[src/crx_cfg.svh]
// Register map, field positions and reset values of the receive ring block.
// Assumes inclusion by any file that decodes the APB map or ring fields.
`ifndef CRX_CFG_SVH
`define CRX_CFG_SVH

// ==========================================================================
// Register offsets (byte addresses, one word each)
`define CRX_OFS_CTRL 8'h00
`define CRX_OFS_BASE 8'h04
`define CRX_OFS_SIZE 8'h08
`define CRX_OFS_WPTR 8'h0C
`define CRX_OFS_RPTR 8'h10
`define CRX_OFS_THR 8'h14
`define CRX_OFS_CARE 8'h18
`define CRX_OFS_MATCH 8'h1C
`define CRX_OFS_PIMSR 8'h20
`define CRX_OFS_PIMR 8'h24
`define CRX_OFS_PISR 8'h28
`define CRX_OFS_PIR 8'h2C
`define CRX_OFS_IMR 8'h30
`define CRX_OFS_PICR 8'h34

// ==========================================================================
// Field positions
`define CRX_CTRL_EN 0
`define CRX_CTRL_BUSY 1
`define CRX_CTRL_ABORT 2
`define CRX_BASE_LO 10
`define CRX_SIZE_HI 20
`define CRX_SIZE_LO 6
`define CRX_PTR_HI 19
`define CRX_PTR_LO 4
`define CRX_ID_HI 28
`define CRX_STD_LO 18
`define CRX_EXT_HI 17
`define CRX_EV_HI 16

// Event bits owned by the receive channel
`define CRX_EV_FILTERED 15
`define CRX_EV_RECV 9
`define CRX_EV_FILLED 7
`define CRX_EV_THRESH 5
`define CRX_EV_BUSFAULT 3
`define CRX_EV_OVERRUN 2
`define CRX_EV_RX_OWNED 17'h0_82AC

// ==========================================================================
// Reset values
`define CRX_CARE_RST 29'h1FFF_FFFF
`define CRX_ZERO_RST 32'h0000_0000
`define CRX_WORDS 4

`endif

[src/crx_pkg.sv]
// Types shared by the receive ring block.
// Assumes nothing of its surroundings.
package crx_pkg;

	// ==================================================================
	// Ring writer states, one-hot
	typedef enum logic [2:0]
	{
		crx_idle = 3'b001,
		crx_load = 3'b010,
		crx_send = 3'b100
	} crx_state_t;

endpackage

[src/crx_msg_mem.sv]
// Four-word staging store for one received message.
// Assumes a whole message is written at once and read a word at a time.
`timescale 1ns/100ps

module crx_msg_mem
(
	input wire logic pclk,
	input wire logic presetn,
	input wire logic wr_en,
	input wire logic [127:0] wr_msg,
	input wire logic [1:0] rd_idx,
	output logic [31:0] rd_data
);

	// ==================================================================
	// Storage
	logic [31:0] store [0:3];

	// Whole message written in one cycle, word 0 first in memory
	always_ff @(posedge pclk)
	begin
		if (wr_en)
		begin
			store[0] <= wr_msg[127:96];
			store[1] <= wr_msg[95:64];
			store[2] <= wr_msg[63:32];
			store[3] <= wr_msg[31:0];
		end
	end

	// Registered read port; a message being written shows through at once,
	// so the writer needs no extra cycle before its first word
	always_ff @(posedge pclk or negedge presetn)
	begin
		if (!presetn)
			rd_data <= 32'h0000_0000;
		else if (wr_en)
			rd_data <= wr_msg[{~rd_idx, 5'h1F} -: 32];
		else
			rd_data <= store[rd_idx];
	end

endmodule

[src/crx_ring.sv]
// Receive ring writer and event registers of a CAN controller.
// Assumes an APB master on pclk, a CAN engine that pulses finished messages
// and other events, and a one-word-at-a-time system bus master port.
//
// Summary of operation
// - Write pointer sits in bits 19-4, resets to zero, counts message slots.
// - Write pointer advances past each message stored without error.
// - One slot stays empty; storing stops before write reaches read.
// - Threshold in bits 19-4; reaching it raises the count event.
// - Accept when (id xor match) and care is zero; care resets ones.
// - Standard id is bits 28-18, extended id is bits 17-0.
// - Every source event sets its pending bit; core_event pulses on bits 15, 9, 7, 5, 3 and 2 are dropped.
// - Mask resets to zero; interrupt only for pending and unmasked bits.
// - Reading pending or pending-masked clears the pending bits.
// - Pending-masked reads pending ANDed with mask.
// - Pending-clear write clears only bits written as one.
// - Writing pending ORs data in; it never clears.
// - Pending-status reads pending without clearing.
// - Pending-masked-status reads pending ANDed with mask, no clearing.
// - Bits 16 down to 9: lost, filtered, fault counts, sync, sent, got.
// - Bits 8 down to 0: drained, filled, thresholds, bus faults, overrun.
// - All event register bits are zero after reset.
// - Bus fault raises its event regardless of abort; pointers stay valid.
// - Each message is four words; ring length counts groups of four.
// - Ring base comes from bits 31-10, aligned to 1024 bytes.
//
// Added by the designer: the APB register port and the register addresses.
`timescale 1ns/100ps
`include "crx_cfg.svh"

module crx_ring
(
	input wire logic pclk,
	input wire logic presetn,
	input wire logic psel,
	input wire logic penable,
	input wire logic pwrite,
	input wire logic [7:0] paddr,
	input wire logic [31:0] pwdata,
	output logic [31:0] prdata,
	output logic pready,
	output logic pslverr,
	input wire logic rx_msg_valid,
	input wire logic [31:0] rx_msg_w0,
	input wire logic [31:0] rx_msg_w1,
	input wire logic [31:0] rx_msg_w2,
	input wire logic [31:0] rx_msg_w3,
	input wire logic [16:0] core_event,
	output logic mem_valid,
	output logic [31:0] mem_addr,
	output logic [31:0] mem_wdata,
	input wire logic mem_ready,
	input wire logic mem_error,
	output logic irq
);

	// ==================================================================
	// Helpers
	// Next ring slot; capacity is four messages per length unit
	function automatic logic [15:0] next_pos(input logic [15:0] ptr,
		input logic [14:0] len);
		logic [16:0] cap;
		logic [16:0] inc;
		cap = {len, 2'b00};
		inc = {1'b0, ptr} + 17'h0_0001;
		if (inc == cap)
			next_pos = 16'h0000;
		else
			next_pos = inc[15:0];
	endfunction

	// ==================================================================
	// State
	logic enable;
	logic abort;
	logic [21:0] base;
	logic [14:0] ring_len;
	logic [15:0] wptr;
	logic [15:0] rptr;
	logic [15:0] thr;
	logic [28:0] care;
	logic [28:0] match;
	logic [16:0] pend;
	logic [16:0] mask;
	logic [16:0] snap;
	logic [16:0] rx_ev;
	logic [16:0] next_pend;
	logic [1:0] word;
	crx_pkg::crx_state_t state;
	logic [31:0] rd_word;
	logic [28:0] rx_id;
	logic accept_id;
	logic ring_full;
	logic take;
	logic setup;
	logic wr_acc;
	logic rd_acc;
	logic mapped;
	logic rd_clear;
	logic [15:0] new_wptr;

	// ==================================================================
	// APB decode
	assign setup = psel & ~penable;
	assign wr_acc = psel & penable & pwrite;
	assign rd_acc = psel & penable & ~pwrite;
	assign pready = 1'b1;

	// Map check for error answer
	always_comb
	begin
		unique case (paddr)
			`CRX_OFS_CTRL, `CRX_OFS_BASE, `CRX_OFS_SIZE, `CRX_OFS_WPTR,
			`CRX_OFS_RPTR, `CRX_OFS_THR, `CRX_OFS_CARE, `CRX_OFS_MATCH,
			`CRX_OFS_PIMSR, `CRX_OFS_PIMR, `CRX_OFS_PISR, `CRX_OFS_PIR,
			`CRX_OFS_IMR, `CRX_OFS_PICR: mapped = 1'b1;
			default: mapped = 1'b0;
		endcase
	end

	assign pslverr = psel & penable & ~mapped;

	// Read data latched in the setup cycle, so it is stable in access
	always_ff @(posedge pclk or negedge presetn)
	begin
		if (!presetn)
			prdata <= `CRX_ZERO_RST;
		else if (setup & ~pwrite)
		begin
			prdata <= `CRX_ZERO_RST;
			unique case (paddr)
				`CRX_OFS_CTRL: prdata <= {29'h0000_0000, abort,
					state != crx_pkg::crx_idle, enable};
				`CRX_OFS_BASE: prdata <= {base, 10'h000};
				`CRX_OFS_SIZE: prdata <= {11'h000, ring_len, 6'h00};
				`CRX_OFS_WPTR: prdata <= {12'h000, wptr, 4'h0};
				`CRX_OFS_RPTR: prdata <= {12'h000, rptr, 4'h0};
				`CRX_OFS_THR: prdata <= {12'h000, thr, 4'h0};
				`CRX_OFS_CARE: prdata <= {3'h0, care};
				`CRX_OFS_MATCH: prdata <= {3'h0, match};
				`CRX_OFS_PIMSR,
				`CRX_OFS_PIMR: prdata <= {15'h0000, pend & mask};
				`CRX_OFS_PISR,
				`CRX_OFS_PIR: prdata <= {15'h0000, pend};
				`CRX_OFS_IMR: prdata <= {15'h0000, mask};
				default: prdata <= `CRX_ZERO_RST;
			endcase
		end
	end

	// ==================================================================
	// Channel settings
	// Abort-on-fault clears enable after a bus fault; hardware wins
	always_ff @(posedge pclk or negedge presetn)
	begin
		if (!presetn)
		begin
			enable <= 1'b0;
			abort <= 1'b0;
		end
		else
		begin
			if (wr_acc && paddr == `CRX_OFS_CTRL)
			begin
				enable <= pwdata[`CRX_CTRL_EN];
				abort <= pwdata[`CRX_CTRL_ABORT];
			end
			if (state == crx_pkg::crx_send && mem_ready && mem_error && abort)
				enable <= 1'b0;
		end
	end

	// Ring geometry and filter
	always_ff @(posedge pclk or negedge presetn)
	begin
		if (!presetn)
		begin
			base <= 22'h00_0000;
			ring_len <= 15'h0000;
			rptr <= 16'h0000;
			thr <= 16'h0000;
			care <= `CRX_CARE_RST;
			match <= 29'h0000_0000;
		end
		else if (wr_acc)
		begin
			unique case (paddr)
				`CRX_OFS_BASE: base <= pwdata[31:`CRX_BASE_LO];
				`CRX_OFS_SIZE:
					ring_len <= pwdata[`CRX_SIZE_HI:`CRX_SIZE_LO];
				`CRX_OFS_RPTR: rptr <= pwdata[`CRX_PTR_HI:`CRX_PTR_LO];
				`CRX_OFS_THR: thr <= pwdata[`CRX_PTR_HI:`CRX_PTR_LO];
				`CRX_OFS_CARE: care <= pwdata[`CRX_ID_HI:0];
				`CRX_OFS_MATCH: match <= pwdata[`CRX_ID_HI:0];
				default: ;
			endcase
		end
	end

	// ==================================================================
	// Acceptance
	// Identifier laid out as standard then extended part
	assign rx_id = {rx_msg_w0[`CRX_ID_HI:`CRX_STD_LO],
		rx_msg_w0[`CRX_EXT_HI:0]};
	assign accept_id = ((rx_id ^ match) & care) == 29'h0000_0000;
	// Stop one slot short so write never lands on read
	assign ring_full = next_pos(wptr, ring_len) == rptr;
	assign take = rx_msg_valid & enable & accept_id & ~ring_full
		& (state == crx_pkg::crx_idle);
	assign new_wptr = next_pos(wptr, ring_len);

	// Read index runs one word ahead while a word waits on the bus
	crx_msg_mem u_mem
	(
		.pclk(pclk),
		.presetn(presetn),
		.wr_en(take),
		.wr_msg({rx_msg_w0, rx_msg_w1, rx_msg_w2, rx_msg_w3}),
		.rd_idx((state == crx_pkg::crx_send) ? word + 2'b01 : 2'b00),
		.rd_data(rd_word)
	);

	// ==================================================================
	// Ring writer
	// A message arriving while one is in flight is lost as an overrun:
	// the engine has no way to be stalled, so there is nothing to hold it
	always_ff @(posedge pclk or negedge presetn)
	begin
		if (!presetn)
		begin
			state <= crx_pkg::crx_idle;
			word <= 2'b00;
			mem_valid <= 1'b0;
			mem_addr <= `CRX_ZERO_RST;
			mem_wdata <= `CRX_ZERO_RST;
			rx_ev <= 17'h0_0000;
		end
		else
		begin
			rx_ev <= 17'h0_0000;
			if (rx_msg_valid && enable && !accept_id)
				rx_ev[`CRX_EV_FILTERED] <= 1'b1;
			if (rx_msg_valid && enable && accept_id
				&& (ring_full || state != crx_pkg::crx_idle))
				rx_ev[`CRX_EV_OVERRUN] <= 1'b1;
			unique case (state)
				crx_pkg::crx_idle:
				begin
					word <= 2'b00;
					if (take)
						state <= crx_pkg::crx_load;
				end
				crx_pkg::crx_load:
				begin
					// Store word sits at ring base plus slot plus word
					mem_addr <= {base, 10'h000}
						+ {12'h000, wptr, 4'h0}
						+ {28'h000_0000, word, 2'b00};
					mem_wdata <= rd_word;
					mem_valid <= 1'b1;
					state <= crx_pkg::crx_send;
				end
				crx_pkg::crx_send:
				begin
					if (mem_ready)
					begin
						mem_valid <= 1'b0;
						if (mem_error)
						begin
							// Pointers untouched for failure analysis
							rx_ev[`CRX_EV_BUSFAULT] <= 1'b1;
							state <= crx_pkg::crx_idle;
						end
						else if (word == 2'b11)
						begin
							rx_ev[`CRX_EV_RECV] <= 1'b1;
							if (new_wptr == thr)
								rx_ev[`CRX_EV_THRESH] <= 1'b1;
							if (next_pos(new_wptr, ring_len) == rptr)
								rx_ev[`CRX_EV_FILLED] <= 1'b1;
							state <= crx_pkg::crx_idle;
						end
						else
						begin
							word <= word + 2'b01;
							state <= crx_pkg::crx_load;
						end
					end
				end
				default: state <= crx_pkg::crx_idle;
			endcase
		end
	end

	// Write pointer: software sets the start, completion advances it
	always_ff @(posedge pclk or negedge presetn)
	begin
		if (!presetn)
			wptr <= 16'h0000;
		else if (state == crx_pkg::crx_send && mem_ready && !mem_error
			&& word == 2'b11)
			wptr <= new_wptr;
		else if (wr_acc && paddr == `CRX_OFS_WPTR)
			wptr <= pwdata[`CRX_PTR_HI:`CRX_PTR_LO];
	end

	// ==================================================================
	// Event registers
	// Read-clear removes only what was pending at setup, so an event landing
	// between setup and access survives to the next read
	assign rd_clear = rd_acc
		&& (paddr == `CRX_OFS_PIR || paddr == `CRX_OFS_PIMR);

	// Snapshot of pending taken with the read data
	always_ff @(posedge pclk or negedge presetn)
	begin
		if (!presetn)
			snap <= 17'h0_0000;
		else if (setup)
			snap <= pend;
	end

	// Clear, force, then new events; a set always beats a clear
	always_comb
	begin
		next_pend = pend;
		if (rd_clear)
			next_pend = next_pend & ~snap;
		if (wr_acc && paddr == `CRX_OFS_PICR)
			next_pend = next_pend & ~pwdata[`CRX_EV_HI:0];
		if (wr_acc && paddr == `CRX_OFS_PIR)
			next_pend = next_pend | pwdata[`CRX_EV_HI:0];
		next_pend = next_pend | rx_ev
			| (core_event & ~`CRX_EV_RX_OWNED);
	end

	// Pending and mask registers
	always_ff @(posedge pclk or negedge presetn)
	begin
		if (!presetn)
		begin
			pend <= 17'h0_0000;
			mask <= 17'h0_0000;
		end
		else
		begin
			pend <= next_pend;
			if (wr_acc && paddr == `CRX_OFS_IMR)
				mask <= pwdata[`CRX_EV_HI:0];
		end
	end

	// Module interrupt, one cycle behind pending
	always_ff @(posedge pclk or negedge presetn)
	begin
		if (!presetn)
			irq <= 1'b0;
		else
			irq <= |(pend & mask);
	end

endmodule

[config.mk]
export PLATFORM = sky130hd
export DESIGN_NAME = crx_ring
export DESIGN_NICKNAME = d
export VERILOG_FILES = /design/src/crx_pkg.sv /design/src/crx_msg_mem.sv /design/src/crx_ring.sv
export VERILOG_INCLUDE_DIRS = /design/src /design/src/src
export SDC_FILE = /design/constraint.sdc
export NUM_CORES = 1
export LEC_CHECK = 0
export BUFFER_PORTS_ARGS = -buffer_cell sky130_fd_sc_hd__buf_2
export CAP_MARGIN = 5
export CORE_MARGIN = 2
export CORE_UTILIZATION = 35
export CTS_BUF_LIST = sky130_fd_sc_hd__clkbuf_8
export DETAILED_ROUTE_END_ITERATION = 10
export SYNTH_ARGS = -nofsm -noshare
export SYNTH_HDL_FRONTEND = slang
export SYNTH_SLANG_ARGS = --single-unit
[constraint.sdc]
create_clock -name pclk -period 34.4 [get_ports pclk]
set_input_delay 3.44 -clock pclk [delete_from_list [all_inputs] [get_ports pclk]]
set_output_delay 3.44 -clock pclk [all_outputs]
set_load 0.005 [all_outputs]
After elaboration in Yosys (flattened, before gate mapping) --
Memories as Yosys holds them, arrays and structs flattened. Cells that the tools add are included.
Storage, ports and cells: flip-flop bits (word level) 337, bits in writable memories 128, bits in read-only memories 64, input bits 193, output and inout bits 100, word-level logic and storage cells 168, memories 2
Memories:
- u_mem.store | words 4, width 32, read ports 1, clocked after Yosys merged registers in 0, wr ports 4, line crx_msg_mem.sv:17 | logic [31:0] store [0:3];
- (no name shown) | words 64, width 1, read ports 1, clocked after Yosys merged registers in 0, wr ports 0, line crx_ring.sv:112 | unique case (paddr)
Cells by class: add/subtract/negate cells 5, equal/unequal tests 27, shifts and indexed selects 1, muxes and demuxes 49, bitwise gates (word level) 25, reduce and logical (&&, ||, !) cells 38
Operators by type and width (count):
- $pmux W32 S11 | 1
- $shiftx A159 B8 Y32 | 1
- $mux W16 | 8
- $and A17 B17 Y17 | 3
- $mux W17 | 3
- $eq A16 B16 Y1 | 3
- $eq A8 B6 Y1 const B | 6
- $add A16 B1 Y17 const B | 2
- $eq A17 B17 Y1 | 2
- $not A17 Y17 | 2
- $or A17 B17 Y17 | 2
- $add A32 B20 Y32 | 1
- $add A32 B4 Y32 | 1
- $eq A8 B5 Y1 const B | 4
- $mux W32 | 1
- $and A29 B29 Y29 | 1
- $logic_not A29 Y1 | 1
- $xor A29 B29 Y29 | 1
- $mux W1 | 25
- $or A17 B16 Y17 | 1
- $reduce_or A17 Y1 | 1
- $eq A8 B4 Y1 const B | 2
- $reduce_and A2 Y1 | 8
- $logic_and A1 B1 Y1 | 15
- 23 further kinds | 50

Logic depth before layout (Yosys ltp) --
depth after elaboration 16, depth in mapped cells 26, gate-level depth less buffers 20

Cells and area by module --
A second synthesis with hierarchy kept.
Unflattened totals: cell total of the unflattened synthesis 1946, area total of the unflattened synthesis 23685.2 µm²
Modules (own cells, without submodules):
- crx_ring | times used 1, cells an instance 1672, area each 16967.5 µm²
- crx_msg_mem | times used 1, cells an instance 274, area each 6717.7 µm²

Worst setup path before layout --
OpenSTA, ideal clock, no wires.
kind in2reg, from in rx_msg_w0[1], to mem u_mem.store[0][0] (enable), library setup time 800 ps, arrival time 13683 ps, required time 33600 ps, path slack 19917 ps, stages 8, buffers on the path 0, cell sequence xor2_1 > a222oi_1 > nand3_1 > nor2_1 > nand4_1 > inv_1 > nand3_1 > nor3b_1
RTL lines:
- start: declaration | line crx_ring.sv:44 | input wire logic [31:0] rx_msg_w0,
- end: declaration | line crx_msg_mem.sv:17

Final worst setup path --
from reg wptr[2], to reg rx_ev[7]
On the way: cells in the longest elaborated chain, start to end 16
RTL lines:
- start: declaration | line crx_ring.sv:78 | logic [15:0] wptr;
- start signal: assignment | line crx_ring.sv:302 | wptr <= new_wptr;
- start signal: assignment | line crx_ring.sv:304 | wptr <= pwdata[`CRX_PTR_HI:`CRX_PTR_LO];
- $add A16 B1 Y17 (*) | line crx_ring.sv:65 | inc = {1'b0, ptr} + 17'h0_0001;
- $eq A17 B17 Y1 | line crx_ring.sv:66 | if (inc == cap)
- $mux W16 (*) | line crx_ring.sv:66
- $add A16 B1 Y17 (*) | line crx_ring.sv:65
- $eq A17 B17 Y1 | line crx_ring.sv:66
- $mux W16 (*) | line crx_ring.sv:66
- $mux W16 (*) | line crx_ring.sv:274 | else if (word == 2'b11)
- $mux W16 (*) | line crx_ring.sv:268 | if (mem_error)
- $mux W16 (*) | line crx_ring.sv:265 | if (mem_ready)
- $mux W16 (*) | line crx_ring.sv:246 | unique case (state)
- $eq A16 B16 Y1 (*) | line crx_ring.sv:279 | if (next_pos(new_wptr, ring_len) == rptr)
- $mux W1 (*) | line crx_ring.sv:279
- $mux W1 (*) | line crx_ring.sv:274
- $mux W1 (*) | line crx_ring.sv:268
- $mux W1 (*) | line crx_ring.sv:265
- $mux W1 (*) | line crx_ring.sv:246
- end signal: indexed assignment | line crx_ring.sv:245 | rx_ev[`CRX_EV_OVERRUN] <= 1'b1;
- end signal: indexed assignment | line crx_ring.sv:271 | rx_ev[`CRX_EV_BUSFAULT] <= 1'b1;
- end signal: indexed assignment | line crx_ring.sv:276 | rx_ev[`CRX_EV_RECV] <= 1'b1;
- end: declaration | line crx_ring.sv:86 | logic [16:0] rx_ev;
Mark *: on every way between the ends. The rest lies on a longest branch, timed or not. The select of a mux whose other input is x is not followed. A chain may end at the register's enable or synchronous reset.

==> results.cfg <==
[placed_design]
port_buffers = 283
gp_congestion = 0.957
place_hpwl_mm = 58.4
placed_area_um2 = 25900

[synthesis]
synth_area_leaders = dfrtp_1, edfxtp_1, mux2_2
netlist.area_leader.share_pct = 32.2
synth_top_area_cell = dfrtp_1
synth_seq_area_share_pct = 51.8
ys_types = 85
synth_edf_count = 128
syn_avg_cell_area_um2 = 10.7
ys_seq_elements = 463
yosysWarnings = 0
async_flop_share_pct = 72.4
syn-cell-area_um2 = 23700
netlist_instances = 2217
synth_ff_type = dfrtp_1

[setup_path]
r2r_end = rx_ev[7]$_DFF_PN0_
ff2ff_setup_slack_ns = 26.59
crit_path_max_fanout = 17
r2r_cells = 19
critical-path-max-stage-delay_ns = 1.13
setup.worst_path.start_class = register
critical_path_class = register to register
critPathSlowestCell = a2111oi_0
cp_cell_sequence = nand4_2, or4_1, xnor2_2, xnor2_1, nand3_1, nor2_4, nor2_1, ha_1, inv_1, a2111oi_0, and4b_1, xor2_1, a22oi_1, o32ai_1, o2111ai_1, nor4_4, mux2i_1, nor4b_2, and4_1
r2r-start = wptr[2]$_DFFE_PN0P_
worstPathArrival_ns = 8.38
crit_family = simple AND/OR/NAND/NOR gates
cp_num_buf_inv = 1
critPathRequiredTime_ns = 34.98
critPathCaptureType = register

[drt]
remaining_drc_errors = 0
drt_first_pass_iters = 8
routed_wirelength_mm = 83.2
routedWlPerCell_um = 24.6
dr_total_vias = 19600
vias_per_cell = 5.78
drt-initial-drc-count = 1767
ant_nets = 0

[sta]
clock.fmax_ghz = 0.128
hold_viol_final = 0
final-max-slew-violation-count = 0
period_share_pct = 22.7
fin_crit_ns = 7.81
fin_tns_setup_ns = 0
worst_slew_pin_slew_ns = 1.35
rsz0062_at_grt = no
setup_violations = 0
finClkSkew_ns = 0.0304
maxSlewHeadroom_pct = 7.35

[power_and_ir_drop]
powerDensity_nw_per_um2 = 42.4
ir_drop_v = 0.0000230
power.leakage_nw = 11.8

[floorplanning]
io_pins = 293
rows = 95
fp.dieH_um = 264
die-area_um2 = 69800
core_area_um2 = 67000
die_w_um = 264
start_util_pct = 35.3

[worst_hold_path]
hold_path.class = register to register
holdPathEnd = mem_wdata[27]$_DFFE_PN0P_
hold_depth = 2
min_from = u_mem.rd_data[27]$_DFF_PN0_

[run]
cap_violations = 0

[final_layout]
syn_to_final_growth_pct = 16.1
drive_above_1_share_pct = 27.8
finish.instance_area_um2 = 27500
mostFrequentLayoutCells = nand2_1, dfrtp_1, buf_2
final_nets = 2655
final_common_cell = nand2_1

[clock_tree]
cts_buffer_depth = 3
clock_sinks = 463
cts_tree = built
post-cts-setup-buffers = 0
h-tree-depth = 3
path_clk_slew_ns = 0.06
cts_root_buffer = clkbuf_8
clock_latency_ns = 0.68
cts.repair.resized = 0
cts_made_buffers = 78
hold_buffers = 0

[global_route]
grt_pass1_wl_mm = 125
antenna_found_initial = 8
grt_pass1_vias = 19500
grt.total_usage_pct = 23.5
grt_max_degree = 144
grt_overflow = 0

[status]
status = finished clean
worst min-delay path: stages, from the launching register on:
cell and delay (ns):
dfrtp_1 0.32, nand2_1 0.05, nand2_1 0.05
metal layers:
layer  routed length [µm]  track usage [%]
met1                34400             30.0
met2                40000             39.0
met3                 5520             4.52
met4                 3260             9.89
met5                   34                0
synthesized netlist by cell type (10+ instances only):
cell type  count
nand2_1      346
dfrtp_1      305
mux2_2       197
edfxtp_1     128
clkbuf_1     119
nor2_1        95
a31oi_1       90
a211oi_1      72
o21ai_0       71
nor2b_1       69
a21oi_1       62
xor2_1        62
a22oi_1       60
nand3_1       49
xnor2_1       48
dfstp_2       30
a222oi_1      27
inv_1         25
a221o_1       23
buf_1         23
nor3_1        20
o32ai_1       18
buf_2         17
nor4b_1       16
nand4_1       15
and3_1        13
ha_1          13
nand2b_1      13
a221oi_1      12
nor4_1        12
nor3b_1       11
mux2i_1       10
or3_1         10
power by group:
group | leakage (nW) | switching (mW) | internal (mW) | total (mW)
Sequential | 5.47 | 0.0119 | 0.578 | 0.590
Combinational | 5.44 | 0.0484 | 0.0297 | 0.0781
Clock | 0.915 | 0.234 | 0.263 | 0.497
Total | 11.8 | 0.294 | 0.870 | 1.16
through the flow:
step                util, %  total power [mW]  hold WS (ns)  cells  setup WS (ns)
finish                 41.0              1.16         0.432   3388          26.59
global route           41.0              1.21         0.454   3386          26.24
CTS                    41.0              1.18         0.427   3383          26.77
detailed placement     38.6             0.678         0.423   3241          26.77
global placement       38.6             0.676         0.422   3241          26.81
floorplan                 -             0.628         0.414   2218          19.92
cell type report:
| cell class | instances | area, µm² |
|---|---|---|
| Inverter | 25 | 93.8 |
| Timing Repair Buffer | 319 | 1710 |
| Clock buffer | 100 | 1380 |
| Clock inverter | 42 | 206 |
| Fill cell | 6464 | 39500 |
| Antenna cell | 5 | 12.5 |
| Tap cell | 873 | 1090 |
| Sequential cell | 463 | 12300 |
| Multi-Input combinational cell | 1561 | 10700 |
sequential cells by signal, indices dropped and copies added, names as in the netlist, 22 cells and up:
register,count
u_mem.rd_data,32
match,29
prdata,32
mem_wdata,32
base,22
u_mem.store,128
care,29
mem_addr,30
worst max path at each step:
stage,start,cells past startpoint,slack (ns),endpoint
after floorplan,rx_msg_w0[1],8,19.92,u_mem.store[0][0]$_DFFE_PP_
after global placement,wptr[2]$_DFFE_PN0P_,19,26.81,rx_ev[7]$_DFF_PN0_
after detailed placement,wptr[2]$_DFFE_PN0P_,19,26.77,rx_ev[7]$_DFF_PN0_
after CTS,wptr[2]$_DFFE_PN0P_,19,26.77,rx_ev[7]$_DFF_PN0_
after global routing,wptr[2]$_DFFE_PN0P_,19,26.24,rx_ev[7]$_DFF_PN0_
final,wptr[2]$_DFFE_PN0P_,19,26.59,rx_ev[7]$_DFF_PN0_
cell families (layout without fill, tap and decap cells):
family                     count (synthesis)  after routing  share of synthesized area, %
other                                      2              8                        0.0317
AOI/OAI and AO/OA                        512            512                          15.3
buffers and inverters                    194            486                          3.31
adders and majority gates                 14             14                         0.771
and+or+nand+nor                          711            711                          14.6
DFF                                      463            463                          51.8
xor gates and xnor gates                 114            114                          4.37
muxes                                    207            207                          9.79
(Power assumes the default switching activity.)
